===== config.mk =====
export PLATFORM = sky130hd
export DESIGN_NAME = dual_wiper_register_command_unit
export DESIGN_NICKNAME = d
export VERILOG_FILES = /design/src/dual_wiper_pkg.sv /design/src/dual_wiper_register_command_unit.sv
export SDC_FILE = /design/constraint.sdc
export NUM_CORES = 1
export LEC_CHECK = 0
export ABC_CLOCK_PERIOD_IN_PS = 11100
export BUFFER_PORTS_ARGS = -buffer_cell sky130_fd_sc_hd__buf_2
export CORE_MARGIN = 4
export CORE_UTILIZATION = 35
export DETAILED_ROUTE_END_ITERATION = 8
export PLACE_DENSITY = 0.69
export SYNTH_ARGS = -nofsm -noshare
export SYNTH_HDL_FRONTEND = slang
export SYNTH_SLANG_ARGS = --single-unit
export TNS_END_PERCENT = 10

===== constraint.sdc =====
create_clock -name clock -period 11.1 [get_ports clock]
set_input_delay 0.555 -clock clock [delete_from_list [all_inputs] [get_ports clock]]
set_output_delay 0.555 -clock clock [all_outputs]
set_load 0.01 [all_outputs]

===== src/dual_wiper_pkg.sv =====
// Shared constants and types for the dual wiper command unit
package dual_wiper_pkg;

  // Clock and timing
  localparam int CLK_PERIOD_NS       = 8;
  localparam int NV_WRITE_TIME_MS    = 10;
  localparam int NV_WRITE_CYCLES     = NV_WRITE_TIME_MS * 1000000 / CLK_PERIOD_NS;
  localparam int WIPER_SETTLE_NS     = 1000;
  localparam int WIPER_SETTLE_CYCLES =
    (WIPER_SETTLE_NS + CLK_PERIOD_NS - 1) / CLK_PERIOD_NS;

  // Geometry
  localparam int POT_COUNT  = 2;
  localparam int SLOT_COUNT = 4;
  localparam int POS_WIDTH  = 8;
  localparam int TAP_COUNT  = 256;

  // Identification byte: arbitrary neutral device type code
  localparam logic [3:0] DEVICE_TYPE_CODE = 4'ha;

  // Instruction opcodes
  localparam logic [3:0] OP_RD_WIPER    = 4'h9;
  localparam logic [3:0] OP_WR_WIPER    = 4'ha;
  localparam logic [3:0] OP_RD_SLOT     = 4'hb;
  localparam logic [3:0] OP_WR_SLOT     = 4'hc;
  localparam logic [3:0] OP_SLOT2WIPER  = 4'hd;
  localparam logic [3:0] OP_WIPER2SLOT  = 4'he;
  localparam logic [3:0] OP_GSLOT2WIPER = 4'h1;
  localparam logic [3:0] OP_GWIPER2SLOT = 4'h8;
  localparam logic [3:0] OP_STEP        = 4'h2;

  // Instruction byte layout, MSB first
  typedef struct packed {
    logic [3:0] opcode;
    logic       slotSelectHi;
    logic       slotSelectLo;
    logic       zeroBit;
    logic       potSelect;
  } instr_type;

  // Serial engine states
  typedef enum logic [6:0] {
    ST_IDLE = 7'h01,
    ST_RX   = 7'h02,
    ST_ACK  = 7'h04,
    ST_TX   = 7'h08,
    ST_MACK = 7'h10,
    ST_STEP = 7'h20,
    ST_SKIP = 7'h40
  } bus_state_type;

endpackage : dual_wiper_pkg


===== src/dual_wiper_register_command_unit.sv =====
// Two-wire slave command unit holding wipers and nonvolatile slots
module dual_wiper_register_command_unit
  import dual_wiper_pkg::*;
#(
  parameter int NV_CYCLES = NV_WRITE_CYCLES
) (
  // Clock and reset
  input  wire logic                 clock,
  input  wire logic                 rst,
  // Two-wire bus pins
  input  wire logic                 sclIn,
  input  wire logic                 sdaIn,
  output logic                      sdaOut,
  output logic                      sdaOe,
  // Address straps
  input  wire logic [3:0]           busAddrPins,
  // Tap switch selects and status
  output logic [TAP_COUNT-1:0]      tapSwitch0,
  output logic [TAP_COUNT-1:0]      tapSwitch1,
  output logic                      nvBusy
);
  import dual_wiper_pkg::*;

  localparam int BUSY_W = $clog2(NV_CYCLES + 1);
  localparam int SET_W  = $clog2(WIPER_SETTLE_CYCLES + 1);

  if (NV_CYCLES < 1) begin : g_bad_cycles
    $error("NV_CYCLES must be at least one");
  end

  // Storage
  logic [7:0] wiper_r [POT_COUNT];
  logic [7:0] slot_r  [POT_COUNT][SLOT_COUNT];
  logic [7:0] tapPos_r [POT_COUNT];
  logic       recallDone_r;

  // Pin synchronisers; only the second and third stage are inspected
  logic [2:0] sclSync_r;
  logic [2:0] sdaSync_r;
  logic       sclF_r;
  logic       sdaF_r;

  always_ff @(posedge clock or posedge rst) begin
    if (rst) begin
      sclSync_r <= 3'h7;
      sdaSync_r <= 3'h7;
    end else begin
      sclSync_r <= {sclSync_r[1:0], sclIn};
      sdaSync_r <= {sdaSync_r[1:0], sdaIn};
    end
  end

  wire sclAgree = sclSync_r[1] == sclSync_r[2];
  wire sdaAgree = sdaSync_r[1] == sdaSync_r[2];
  wire sclRise  = sclAgree && sclSync_r[2] && !sclF_r;
  wire sclFall  = sclAgree && !sclSync_r[2] && sclF_r;
  wire sdaRise  = sdaAgree && sdaSync_r[2] && !sdaF_r;
  wire sdaFall  = sdaAgree && !sdaSync_r[2] && sdaF_r;
  // Start and stop only count while the clock sits high and steady
  wire startEv  = sdaFall && sclF_r && !sclFall;
  wire stopEv   = sdaRise && sclF_r && !sclFall;

  // Filtered levels move only when the last two stages agree
  always_ff @(posedge clock or posedge rst) begin
    if (rst) begin
      sclF_r <= 1'b1;
      sdaF_r <= 1'b1;
    end else begin
      if (sclAgree) sclF_r <= sclSync_r[2];
      if (sdaAgree) sdaF_r <= sdaSync_r[2];
    end
  end

  // Serial engine registers
  bus_state_type state_r;
  logic [7:0]    shReg_r;
  logic [7:0]    txReg_r;
  logic [2:0]    bitCnt_r;
  logic [1:0]    byteIdx_r;
  logic          ackPend_r;
  instr_type     instr_r;
  logic          nvPend_r;
  logic [1:0]    nvMask_r;
  logic [1:0]    nvIdx_r;
  logic [7:0]    nvData_r [POT_COUNT];
  logic [BUSY_W-1:0] busyCnt_r;

  // Byte decode
  wire [7:0]  rxByte   = {shReg_r[6:0], sdaF_r};
  instr_type  rxInstr;
  assign rxInstr = instr_type'(rxByte);
  wire        byteDone = (state_r == ST_RX) && sclRise && (bitCnt_r == 3'h7);
  wire        addrHit  = (rxByte == {DEVICE_TYPE_CODE, busAddrPins})
                         && !nvBusy;
  wire        opValid  = (rxInstr.opcode == OP_RD_WIPER)
                      || (rxInstr.opcode == OP_WR_WIPER)
                      || (rxInstr.opcode == OP_RD_SLOT)
                      || (rxInstr.opcode == OP_WR_SLOT)
                      || (rxInstr.opcode == OP_SLOT2WIPER)
                      || (rxInstr.opcode == OP_WIPER2SLOT)
                      || (rxInstr.opcode == OP_GSLOT2WIPER)
                      || (rxInstr.opcode == OP_GWIPER2SLOT)
                      || (rxInstr.opcode == OP_STEP);
  wire        ackThis  = (byteIdx_r == 2'h0) ? addrHit :
                         (byteIdx_r == 2'h1) ? opValid : 1'b1;
  wire        ackExit  = (state_r == ST_ACK) && sclFall;
  wire [1:0]  slotIdx  = {instr_r.slotSelectHi, instr_r.slotSelectLo};
  wire        potSel   = instr_r.potSelect;
  wire [7:0]  wiperSel = wiper_r[potSel];
  wire [3:0]  op       = instr_r.opcode;
  wire        instrEnd = ackExit && (byteIdx_r == 2'h1);
  wire        dataEnd  = ackExit && (byteIdx_r == 2'h2);
  wire        isGlobal = (op == OP_GSLOT2WIPER) || (op == OP_GWIPER2SLOT);
  wire [1:0]  potMask  = isGlobal ? 2'h3 : (potSel ? 2'h2 : 2'h1);
  wire        stepEv   = (state_r == ST_STEP) && sclRise;

  // Open drain: only ever pull low; release for ones
  assign sdaOut = 1'b0;
  assign sdaOe  = (state_r == ST_ACK)
               || ((state_r == ST_TX) && !txReg_r[7]);
  assign nvBusy = busyCnt_r != '0;

  // Bus engine: start restarts anywhere, stop aborts anywhere
  always_ff @(posedge clock or posedge rst) begin
    if (rst) begin
      state_r   <= ST_IDLE;
      shReg_r   <= 8'h00;
      txReg_r   <= 8'h00;
      bitCnt_r  <= 3'h0;
      byteIdx_r <= 2'h0;
      ackPend_r <= 1'b0;
      instr_r   <= '0;
    end else if (startEv && recallDone_r) begin
      state_r   <= ST_RX;
      bitCnt_r  <= 3'h0;
      byteIdx_r <= 2'h0;
      ackPend_r <= 1'b0;
    end else if (stopEv) begin
      state_r   <= ST_IDLE;
      ackPend_r <= 1'b0;
    end else begin
      case (state_r)
        ST_RX: begin
          if (sclRise) begin
            shReg_r  <= rxByte;
            bitCnt_r <= bitCnt_r + 3'h1;
            if (byteDone) begin
              ackPend_r <= ackThis;
              if (!ackThis) state_r <= ST_SKIP;
              if (byteIdx_r == 2'h1) instr_r <= rxInstr;
            end
          end else if (sclFall && ackPend_r) begin
            ackPend_r <= 1'b0;
            state_r   <= ST_ACK;
          end
        end
        ST_ACK: begin
          if (sclFall) begin
            byteIdx_r <= byteIdx_r + 2'h1;
            bitCnt_r  <= 3'h0;
            state_r   <= ST_SKIP;
            if (byteIdx_r == 2'h0) begin
              state_r <= ST_RX;
            end else if (byteIdx_r == 2'h1) begin
              if (op == OP_RD_WIPER) begin
                txReg_r <= wiperSel;
                state_r <= ST_TX;
              end else if (op == OP_RD_SLOT) begin
                txReg_r <= slot_r[potSel][slotIdx];
                state_r <= ST_TX;
              end else if (op == OP_WR_WIPER || op == OP_WR_SLOT) begin
                state_r <= ST_RX;
              end else if (op == OP_STEP) begin
                state_r <= ST_STEP;
              end
            end
          end
        end
        ST_TX: begin
          if (sclFall) begin
            txReg_r  <= {txReg_r[6:0], 1'b1};
            bitCnt_r <= bitCnt_r + 3'h1;
            if (bitCnt_r == 3'h7) state_r <= ST_MACK;
          end
        end
        ST_MACK: begin
          if (sclRise) state_r <= ST_SKIP;
        end
        default: begin
          state_r <= state_r;
        end
      endcase
    end
  end

  // Pending nonvolatile write, launched by the stop that ends the frame
  always_ff @(posedge clock or posedge rst) begin
    if (rst) begin
      nvPend_r    <= 1'b0;
      nvMask_r    <= 2'h0;
      nvIdx_r     <= 2'h0;
      nvData_r[0] <= 8'h00;
      nvData_r[1] <= 8'h00;
      busyCnt_r   <= '0;
    end else begin
      if (startEv) nvPend_r <= 1'b0;
      if (instrEnd && (op == OP_WIPER2SLOT || op == OP_GWIPER2SLOT)) begin
        nvPend_r    <= 1'b1;
        nvMask_r    <= potMask;
        nvIdx_r     <= slotIdx;
        nvData_r[0] <= wiper_r[0];
        nvData_r[1] <= wiper_r[1];
      end else if (dataEnd && op == OP_WR_SLOT) begin
        nvPend_r          <= 1'b1;
        nvMask_r          <= potMask;
        nvIdx_r           <= slotIdx;
        nvData_r[potSel]  <= shReg_r;
      end
      if (stopEv && nvPend_r) begin
        nvPend_r  <= 1'b0;
        busyCnt_r <= BUSY_W'(NV_CYCLES - 1);
      end else if (nvBusy) begin
        busyCnt_r <= busyCnt_r - 1'b1;
      end
    end
  end

  // Slots are nonvolatile: never cleared by reset, stored as given
  always_ff @(posedge clock) begin
    for (int p = 0; p < POT_COUNT; p++) begin
      if (stopEv && nvPend_r && nvMask_r[p]) begin
        slot_r[p][nvIdx_r] <= nvData_r[p];
      end
    end
  end

  // Wiper loads: recall, direct write, slot transfer, stepping
  always_ff @(posedge clock or posedge rst) begin
    if (rst) begin
      recallDone_r <= 1'b0;
      wiper_r[0]   <= 8'h00;
      wiper_r[1]   <= 8'h00;
    end else if (!recallDone_r) begin
      recallDone_r <= 1'b1;
      for (int p = 0; p < POT_COUNT; p++) begin
        wiper_r[p] <= slot_r[p][0];
      end
    end else begin
      for (int p = 0; p < POT_COUNT; p++) begin
        if (instrEnd && potMask[p]
            && (op == OP_SLOT2WIPER || op == OP_GSLOT2WIPER)) begin
          wiper_r[p] <= slot_r[p][slotIdx];
        end else if (dataEnd && op == OP_WR_WIPER && potSel == p[0]) begin
          wiper_r[p] <= shReg_r;
        end else if (stepEv && potSel == p[0]) begin
          if (sdaF_r && wiper_r[p] != 8'hff) begin
            wiper_r[p] <= wiper_r[p] + 8'h01;
          end else if (!sdaF_r && wiper_r[p] != 8'h00) begin
            wiper_r[p] <= wiper_r[p] - 8'h01;
          end
        end
      end
    end
  end

  // Tap position follows the wiper only after the settle delay
  for (genvar g = 0; g < POT_COUNT; g++) begin : g_tap
    logic [SET_W-1:0] settle_r;
    always_ff @(posedge clock or posedge rst) begin
      if (rst) begin
        settle_r    <= '0;
        tapPos_r[g] <= 8'h00;
      end else if (tapPos_r[g] != wiper_r[g]) begin
        if (settle_r == SET_W'(WIPER_SETTLE_CYCLES)) begin
          settle_r    <= '0;
          tapPos_r[g] <= wiper_r[g];
        end else begin
          settle_r <= settle_r + 1'b1;
        end
      end else begin
        settle_r <= '0;
      end
    end
  end

  // One switch closed per pot
  assign tapSwitch0 = TAP_COUNT'(1) << tapPos_r[0];
  assign tapSwitch1 = TAP_COUNT'(1) << tapPos_r[1];

  // Checks
  property p_addr_ack;
    @(posedge clock) disable iff (rst)
    (state_r == ST_ACK && byteIdx_r == 2'h0)
      |-> shReg_r == {DEVICE_TYPE_CODE, busAddrPins};
  endproperty
  a_addr_ack: assert property (p_addr_ack) else $error("bad address ack");

  property p_busy_nack;
    @(posedge clock) disable iff (rst)
    (nvBusy && byteDone && byteIdx_r == 2'h0) |=> state_r == ST_SKIP;
  endproperty
  a_busy_nack: assert property (p_busy_nack) else $error("ack while busy");

  property p_inc;
    @(posedge clock) disable iff (rst)
    (stepEv && sdaF_r && wiperSel != 8'hff && recallDone_r)
      |=> wiperSel == $past(wiperSel) + 8'h01;
  endproperty
  a_inc: assert property (p_inc) else $error("increment missed");

  property p_dec;
    @(posedge clock) disable iff (rst)
    (stepEv && !sdaF_r && wiperSel != 8'h00 && recallDone_r)
      |=> wiperSel == $past(wiperSel) - 8'h01;
  endproperty
  a_dec: assert property (p_dec) else $error("decrement missed");

  property p_sat;
    @(posedge clock) disable iff (rst)
    (stepEv && sdaF_r && wiperSel == 8'hff) |=> wiperSel == 8'hff;
  endproperty
  a_sat: assert property (p_sat) else $error("wiper wrapped");

  property p_recall;
    @(posedge clock) disable iff (rst)
    !recallDone_r |=> wiper_r[0] === $past(slot_r[0][0]);
  endproperty
  a_recall: assert property (p_recall) else $error("recall wrong");

  property p_nv_len;
    @(posedge clock) disable iff (rst)
    $rose(nvBusy) |-> busyCnt_r == BUSY_W'(NV_CYCLES - 1);
  endproperty
  a_nv_len: assert property (p_nv_len) else $error("write time wrong");

  property p_settle;
    @(posedge clock) disable iff (rst)
    (recallDone_r && $changed(wiper_r[0]) && tapPos_r[0] != wiper_r[0])
      |=> tapPos_r[0] == $past(tapPos_r[0]);
  endproperty
  a_settle: assert property (p_settle) else $error("tap moved early");

  property p_onehot;
    @(posedge clock) disable iff (rst)
    $onehot(tapSwitch0) && $onehot(tapSwitch1);
  endproperty
  a_onehot: assert property (p_onehot) else $error("tap not one-hot");

endmodule : dual_wiper_register_command_unit


* Word-level counts from Yosys, hierarchy flattened
Memories as Yosys holds them, arrays and structs flattened. Index checks and enable logic that the tools add are counted. Widths: inputs -> output; s select.
Operators by class: $add $sub $neg 9, $mul 0, divide/modulo/power cells 0, order comparisons 5, equal/unequal tests 56, shifts and indexed selects 2, multiplexer cells 92, bitwise logic cells 6, reduce and logical (&&, ||, !) cells 87
Operators by type and width (number):
- $shl 1x8->256 const A | 2
- $mux 8 | 27
- $mux 7 | 20
- $mux 32 | 2
- $eq 4x4->1 const B | 14
- $bmux 8 s2 | 3
- $mux 16 | 3
- $logic_and 1x1->1 | 42
- $mux 21 | 2
- $pmux 7 s4 | 1
- $reduce_bool 21->1 | 1
- $sub 21x1->21 const B | 1
- $mux 2 | 10
- $add 8x1->8 const B | 2
- $bwmux 16 | 1
- $demux 8 s2 | 1
- $ne 8x8->1 | 2
- $ne 8x8->1 const B | 2
- $pmux 8 s2 | 1
- $reduce_and 8->1 | 2
- $reduce_bool 8->1 | 2
- $sub 8x1->8 const B | 2
- $mux 3 | 5
- $add 7x1->7 const B | 2
- 48 further kinds | 107
Storage, ports and cells: bits in registers 133, bits in latches 0, memory bits (writable) 64, ROM bits 0, word-level logic and storage cells 285, memories 1
Memories:
- slot_r | depth 2, bits a word 32, read ports 3, clocked after Yosys merged registers in 0, wr ports 2, line dual_wiper_register_command_unit.sv:33 | logic [7:0] slot_r [POT_COUNT][SLOT_COUNT];

* Longest topological paths before layout
Gate-level depths: netlist of the first run.
word-level depth 17, mapped depth 13, mapped depth without buffers 12

* Worst setup path after synthesis of the first run
Ideal clock, no wire load.
kind reg2reg, from register wiper_r[0] (netlist bit), to register wiper_r[3] (netlist bit), library setup time 0.125 ns, arrival time 2.708 ns, data required time 10.975 ns, slack 8.268 ns, stages on the path, launching flop included 12, buffers on the path 1, cell sequence dfrtp_1 clkbuf_1 nand4_1 o21ai_0 ha_1 a21o_1 a21oi_1 xnor2_1 mux2_2 nor2_1 o2bb2ai_1 mux2_2
Between the ends: word-level cells in the longest chain between the ends 7, elaborated cells between the ends (all ways) 14
RTL lines:
- from (decl) | line dual_wiper_register_command_unit.sv:32 | logic [7:0] wiper_r [POT_COUNT];
- from (signal, indexed assignment) | line dual_wiper_register_command_unit.sv:246 | wiper_r[p] <= slot_r[p][0];
- from (signal, indexed assignment) | line dual_wiper_register_command_unit.sv:252 | wiper_r[p] <= slot_r[p][slotIdx];
- from (signal, indexed assignment) | line dual_wiper_register_command_unit.sv:254 | wiper_r[p] <= shReg_r;
- $sub 8x1->8 / $ne 8x8->1 (equally long branches) | line dual_wiper_register_command_unit.sv:259, dual_wiper_register_command_unit.sv:256
- $mux 8 / $logic_and 1x1->1 (equally long branches) | line dual_wiper_register_command_unit.sv:258, dual_wiper_register_command_unit.sv:256
- $mux 8 | line dual_wiper_register_command_unit.sv:256 | if (sdaF_r && wiper_r[p] != 8'hff) begin
- $mux 8 | line dual_wiper_register_command_unit.sv:255 | end else if (stepEv && potSel == p[0]) begin
- $mux 8 | line dual_wiper_register_command_unit.sv:253 | end else if (dataEnd && op == OP_WR_WIPER && potSel == p[0]) begin
- $mux 8 | line dual_wiper_register_command_unit.sv:250 | if (instrEnd && potMask[p]
- $mux 16 | line dual_wiper_register_command_unit.sv:243 | end else if (!recallDone_r) begin
Several ways; a longest one is shown, not always the timed one. The select of a mux whose other input is x is not followed. A chain may end at the register's enable or synchronous reset.

* Final worst setup path of the first run
from register tapPos_r[11] (netlist bit), to output port tapSwitch0[57]
Between the ends: word-level cells in the longest chain between the ends 1
RTL lines:
- from (decl) | line dual_wiper_register_command_unit.sv:34 | logic [7:0] tapPos_r [POT_COUNT];
- from (signal, indexed assignment) | line dual_wiper_register_command_unit.sv:276 | tapPos_r[g] <= wiper_r[g];
- $shl 1x8->256 | line dual_wiper_register_command_unit.sv:287 | assign tapSwitch0 = TAP_COUNT'(1) << tapPos_r[0];
- to (decl) | line dual_wiper_register_command_unit.sv:18 | output logic [TAP_COUNT-1:0] tapSwitch0,
No other way between the ends.

==> results of run 1 <==
-- layout make-up --
| cell class | count | area (um2) | share of cell area, % |
|---|---|---|---|
| diodes | 1 | 2.50 | 0.0152 |
| clock buffers | 17 | 425 | 2.58 |
| clock inverters | 15 | 183 | 1.11 |
| inverters | 22 | 85.1 | 0.517 |
| multi-input cells | 1302 | 7280 | 44.2 |
| flip-flops and latches | 197 | 5260 | 32.0 |
| well taps | 468 | 586 | 3.56 |
| repair buffers | 526 | 2650 | 16.1 |
-- flip-flops by register name (all words and copies together), names as in the netlist, 2 cells and up --
register and cells:
state_r 7, bitCnt_r 3, sdaSync_r 3, slot_r 64
wiper_r 16, nvMask_r 2, op 4, g_tap.settle_r 14
txReg_r 8, shReg_r 8, sclSync_r 3, tapPos_r 16
nvData_r 16, instr_r 2, nvIdx_r 2, busyCnt_r 21
byteIdx_r 2
-- power by group --
group	internal (mW)	switching [mW]
registers	0.866	0.159
logic	0.472	0.708
clock network	0.324	0.309
total	1.66	1.18
-- worst reg2reg max path, cell delays in order (launching register included) --
cell and delay (ns):
dfstp_2 0.56, inv_1 0.05, ha_1 0.26, nor4bb_1 0.57, nand2_1 0.49, nor3_1 1.07
-- cell families after synthesis --
kind of cell	Yosys count	share of synthesized area, %
compound gates	172	8.14
xor+xnor	62	4.15
fa+ha+maj	28	2.79
buf+inv	140	4.24
flops	197	40.2
mux	78	8.69
other cells	2	0.0574
simple gates	960	31.7
-- layer usage --
layer,part of all wire (%),vias up,GRT usage (%)
li1,-,6328,-
met2,45,949,39.9
met4,3.0,2,7.06
met5,0.061,-,1.55
met1,40,6851,34.8
met3,12,157,8.70
-- path summary, 6_finish.rpt --
kind	startpoint	endpoint	slack (ns)
max	tapPos_r[11]	tapSwitch0[57]	7.66
min	sdaIn	sdaSync_r[0]	0.20
max reg2reg	sclSync_r[1]	slot_r[1][24]	7.72
min reg2reg	sclSync_r[0]	sclSync_r[1]	0.36
max in group asynchronous	rst	busyCnt_r[19]	9.39
min in group asynchronous	rst	g_tap[0].settle_r[4]	0.33
-- cells in the final DEF, fill, tap and decap left out, types with 5 or more instances in the layout --
master,n
nand3_1,40
clkbuf_16,17
nor2_1,603
a21o_1,11
mux2_2,34
or3_1,9
or4_1,8
buf_2,521
nand2b_1,18
o21ai_1,10
a31oi_1,7
xor2_1,29
xnor2_1,33
o2bb2ai_1,5
nor2b_1,22
nand4_1,7
mux4_2,25
mux2i_1,19
o22ai_1,18
and2_1,10
o21ai_0,33
nor4_1,11
or2_2,10
a211oi_1,5
nand2_1,150
inv_1,20
a21oi_1,54
buf_4,5
dfstp_2,9
dfrtp_1,124
o211ai_1,5
nor3_1,36
ha_1,26
edfxtp_1,64
-- stage by stage --
stage          power, mW  instances
6_report            2.84       2548
5_1_grt             3.03       2547
4_1_cts             2.84       2547
3_5_place_dp        2.21       2515
3_3_place_gp        2.17       2515
2_1_floorplan       1.89       1639
-- synth_stat cells (all sizes together), types with 25 or more instances --
library cell	number	area (um2)
edfxtp	64	1920
mux4	25	563
nor2	603	2260
o21ai	43	215
nand3	41	210
xnor2	33	289
xor2	29	254
nand2	150	563
clkbuf	105	394
ha	26	325
dfrtp	124	3100
mux2	34	383
a21oi	54	270
nor3	39	205
==> metrics.txt, run 1 <==
total CTS buffers 17; Worst-Skew Late Latency roughly 0.45 ns; synthesized area per cell 7.98 um2; Ys Warns 0; asr flop ratio synth 67.5%; CTS resizes 0; DR WL/cell roughly 22 um; area of the die between 40000 and 50000 um2; IO Count between 500 and 600; setup TNS 0 ns; Die Y 201 um; Worst Max-Slew Pin Slew between 1 and 1.5 ns; outcome finished clean; drt via density 5.61; RSZ-0062 raised after global routing false; Worst Slack Setup Final 7.66 ns; Yosys reg bits approximately 200; CTS sink count just under 200; setup slack after placement 7.80 ns; initial core utilization 35.6%; clk slew on worst S/H paths 0.08 ns; Setup CP Type flip-flop to primary output; Final Slew Violations 0; initial DRC count 1721; dominant synthesized flop cell dfrtp_1; Syn Std Cell Area 13100 um2; WP depth 5; Cell Rows 70; clock buffer depth 2; Worst Setup Start Kind flip-flop; core area 36700 um2; peak supply drop 0.000118 V; Buf+Inv Stages, Crit Path 1; largest delay contributor family on the critical path simple AND/OR/NAND/NOR gates; Detail Placement HPWL 43800 um; Die Wd ~200 um; Port Buf Inserts around 520; first drt pass iteration count 8; initial antenna violation count 2; Post-DP Area 15900 um2; first-pass GRT wire length between 80000 and 90000 um; Pwr per Cell Area around 170 nW/um2; Slew HR 21.3%; slowest CP cell or2_2; Final Cycle Share 30.9%; leakage power 8.05 nW; Max Cap Violations 0; clock skew roughly 0.015 ns; CP endpoint kind primary output; Final Cell Area 16500 um2; total number of vias 14287; CTS Hold Bufs 0; f_max slightly below 0.3 GHz; Cell Chain, Critical Path nor2b_1 -> nand2_1 -> or2_2 -> nor2_1 -> buf_2; Post-Syn Nets 1675; worst path arrival time 2.88 ns; vias in the first global route 13114; CP peak stage delay roughly 0.63 ns; synth unique cells between 70 and 80; register area share after synthesis between 40% and 50%; Routability Congestion 0.995; crit path time final 3.44 ns; Hold Crit Depth 1; H-tree depth 4; EDFF count, synth 64; total track usage 25.8%; Final setup viols 0; drt total wl 56100 um; CTS tree yes; path depth of the worst reg2reg path 5; # Post-CTS Setup Buffers 0; number of remaining DRC errors 0; CP Max Fanout 17; GRT overflow 0; Worst Hold Slack 0.204 ns; area delta synth->final 25.9%; fin nets 2102; Worst EP required 10.55 ns; post-synthesis cell count ~1600; clk root buf clkbuf_16; post-route ant nets 0; Filler Cell Count 3584; final core occ ~45%; Tightest Hold Check Type input port to flip-flop; largest net degree at the start of global routing 70; fraction of layout cells with a size suffix above 1 31.6%; Hold Fails Final Rpt 0
(Power assumes the default switching activity.)
==> run 2: changes to the inputs <==
- ABC_CLOCK_PERIOD_IN_PS: 11100 -> 2800
- PLACE_DENSITY: 0.69 -> 0.71
- clock period: 11.1 -> 2.8 ns (I/O delays scaled with it)
==> run 2 against run 1 <==
Against the previous run: the run now ends with negative setup slack left; sequential share of layout area shrank 1.3 points; sequential power rose to 3.6 times the previous value; largest power group is now sequential cells; highest routed layer is now met4; register-to-register slack worse by 7.6 ns; wire length barely moved; clock power grew to 3.9 times the previous value; setup slack got worse by 7.7 ns; global-route usage up 0.21 points; core utilization grew 1.9 points.
==> metrics.txt, run 2 (synthesis gave the netlist of run 1 again) <==
outcome finished, violations left; violated checks negative setup slack; Sw Ratio 38.4% (-3.1 points); CP Max Fanout 10 (-7); Slew HR 47.9% (+27 points); Worst Setup Start Kind flip-flop; f_max 0.357 GHz; clk slew on worst S/H paths 0.08 ns (about the same); Non-Filler Instances 2634 (+3.4%); Hold Fails Final Rpt 0 (unchanged); GRT overflow 0 (unchanged); initial antenna violation count 0 (-2); leakage power 8.46 nW (+5.2%); Tightest Hold Check Type input port to async pin; CP endpoint kind primary output; commonest non-fill, non-tap cell in the layout nor2_1; clk root buf clkbuf_16; clock skew 0.0155 ns (+0.000949 ns); CTS sink count 197 (unchanged); RSZ-0062 raised after global routing true; Die Y 201 um (unchanged); Worst-Skew Late Latency 0.45 ns (about the same); crit path time final about 2.8 ns; Flop pwr share 39.3% (+3.2 points); total number of vias 14472 (+1.3%); reg2reg end wiper_r[3]; reg-to-reg startpoint state_r[6]; Biggest register slot_r; Inst Count DP 2599 (+3.3%); fraction of layout cells with a size suffix above 1 34.3% (+2.8 points); Worst EP required 2.66 ns (-7.89 ns); Detail Placement HPWL 44300 um (+1.1%); multi-input logic area 7280 um2 (about the same); number of flip-flops under the largest register name 64 (unchanged); Worst Slack Setup Final -0.00458 ns (-7.67 ns); Reg area 5260 um2 (unchanged); Final setup viols 1 (+1); Final Slew Violations 0 (unchanged); Final Cycle Share 100%; area of the die 40500 um2 (unchanged); Setup CP Type flip-flop to primary output; total CTS buffers 17 (unchanged); worst path arrival time 2.66 ns (-0.22 ns); most frequent cells in the layout nor2_1 (602), buf_2 (521), nand2_1 (149); number of remaining DRC errors 0 (unchanged); Regs by FF count slot_r (64), busyCnt_r (21); combinational group share of total power 34.1% (-7.5 points); initial core utilization 35.6% (unchanged); IO Count 523 (unchanged); reg-to-reg slack, setup 0.17 ns (-7.55 ns); Max Cap Violations 0 (unchanged); CTS tree yes; DR WL/cell 21.3 um (-3.2%); Worst Hold Slack 0.265 ns (+0.0613 ns); clock buffer depth 2 (unchanged); CP endpoint tapSwitch1[102]; Cell Rows 70 (unchanged); drt via density 5.49 (-2.0%); Filler Cell Count 3555 (-0.81%); setup slack after placement 0.141 ns (-7.66 ns); core area 36700 um2 (unchanged); largest net degree at the start of global routing 60 (-14%); diodes inserted 0 (-1); drt total wl 56200 um (about the same); post-route ant nets 0 (unchanged); first drt pass iteration count 6 (-2); total design power 9.26 mW (+230%); fin nets 2189 (+4.1%); total track usage 26.0% (+0.21 points); vias in the first global route 13704 (+4.5%); path depth of the worst reg2reg path 6 (+1); H-tree depth 4 (unchanged); area delta synth->final 31.3%; Die Wd 201 um (unchanged); Routability Congestion 0.989 (-0.61%); first-pass GRT wire length 83200 um (+1.3%); part of the power in the clock network 26.6% (+4.3 points); initial DRC count 1725 (+0.23%); Internal 5.71 mW (+240%); Worst Max-Slew Pin Slew 0.779 ns (-0.392 ns); Port Buf Inserts 521 (unchanged); peak supply drop 0.000430 V (+260%); Net Switching 3.55 mW (+200%); Pwr per Cell Area 539 nW/um2 (+210%); CP startpoint tapPos_r[6]; # Post-CTS Setup Buffers 0 (unchanged)
## run 2: per-stage QoR
step | instance area [um2] | TNS [ns] | utilization (%)
after global routing | 17200 | -0.0134 | 46.8
after global placement | 16500 | 0 | 45.0
after CTS | 17200 | 0 | 46.8
after floorplan | 13100 | -0.0324 | -
after detailed placement | 16500 | 0 | 45.0
final | 17200 | -0.00458 | 46.8
## run 2: cell type report
class	instances	share of cell area, %
sequential	197	30.6
multi-input combinational	1302	42.4
timing repair buffer	613	19.5
tap	468	3.41
clock inverter	15	1.03
inverter	22	0.503
clock buffer	17	2.48
## run 2: worst min-delay path by stage
stage	startpoint	endpoint	slack (ns)	depth (start not counted)
2_1_floorplan	sclIn	sclSync_r[0]	0.14	0
3_3_place_gp	rst	busyCnt_r[2]	0.21	2
3_5_place_dp	rst	busyCnt_r[2]	0.21	2
4_1_cts	rst	busyCnt_r[2]	0.27	3
5_1_grt	rst	busyCnt_r[0]	0.29	3
6_report	rst	busyCnt_r[2]	0.27	3
## run 2: metal layers
layer	share of wire [%]	global-route usage (%)	wire, um
met1	40	34.4	22700
met2	46	42.1	25900
met3	11	7.22	5920
met4	2.9	7.57	1600
met5	0	0	0
## run 2: worst max-delay path, stage by stage (launching register included)
cell and delay (ns):
dfrtp_1 0.58, nor2b_1 0.62, nand2_1 0.63, nor2_1 0.23, buf_2 0.16
## run 2: what timing repair did
action                                 4_1_cts  5_1_grt
setup endpoints to repair                    0       29
endpoints found under the hold margin       18        0
hold buffers                                 3        0
gates resized for setup                      0        5
## run 2: power by group through the flow
stage          clock network (mW)  logic [mW]  registers (mW)
2_1_floorplan                   0        2.16            3.61
3_3_place_gp                    0        3.04            3.67
3_5_place_dp                    0        3.09            3.69
4_1_cts                      2.51        3.11            3.63
5_1_grt                      2.65        3.46            3.68
6_report                     2.46        3.16            3.64
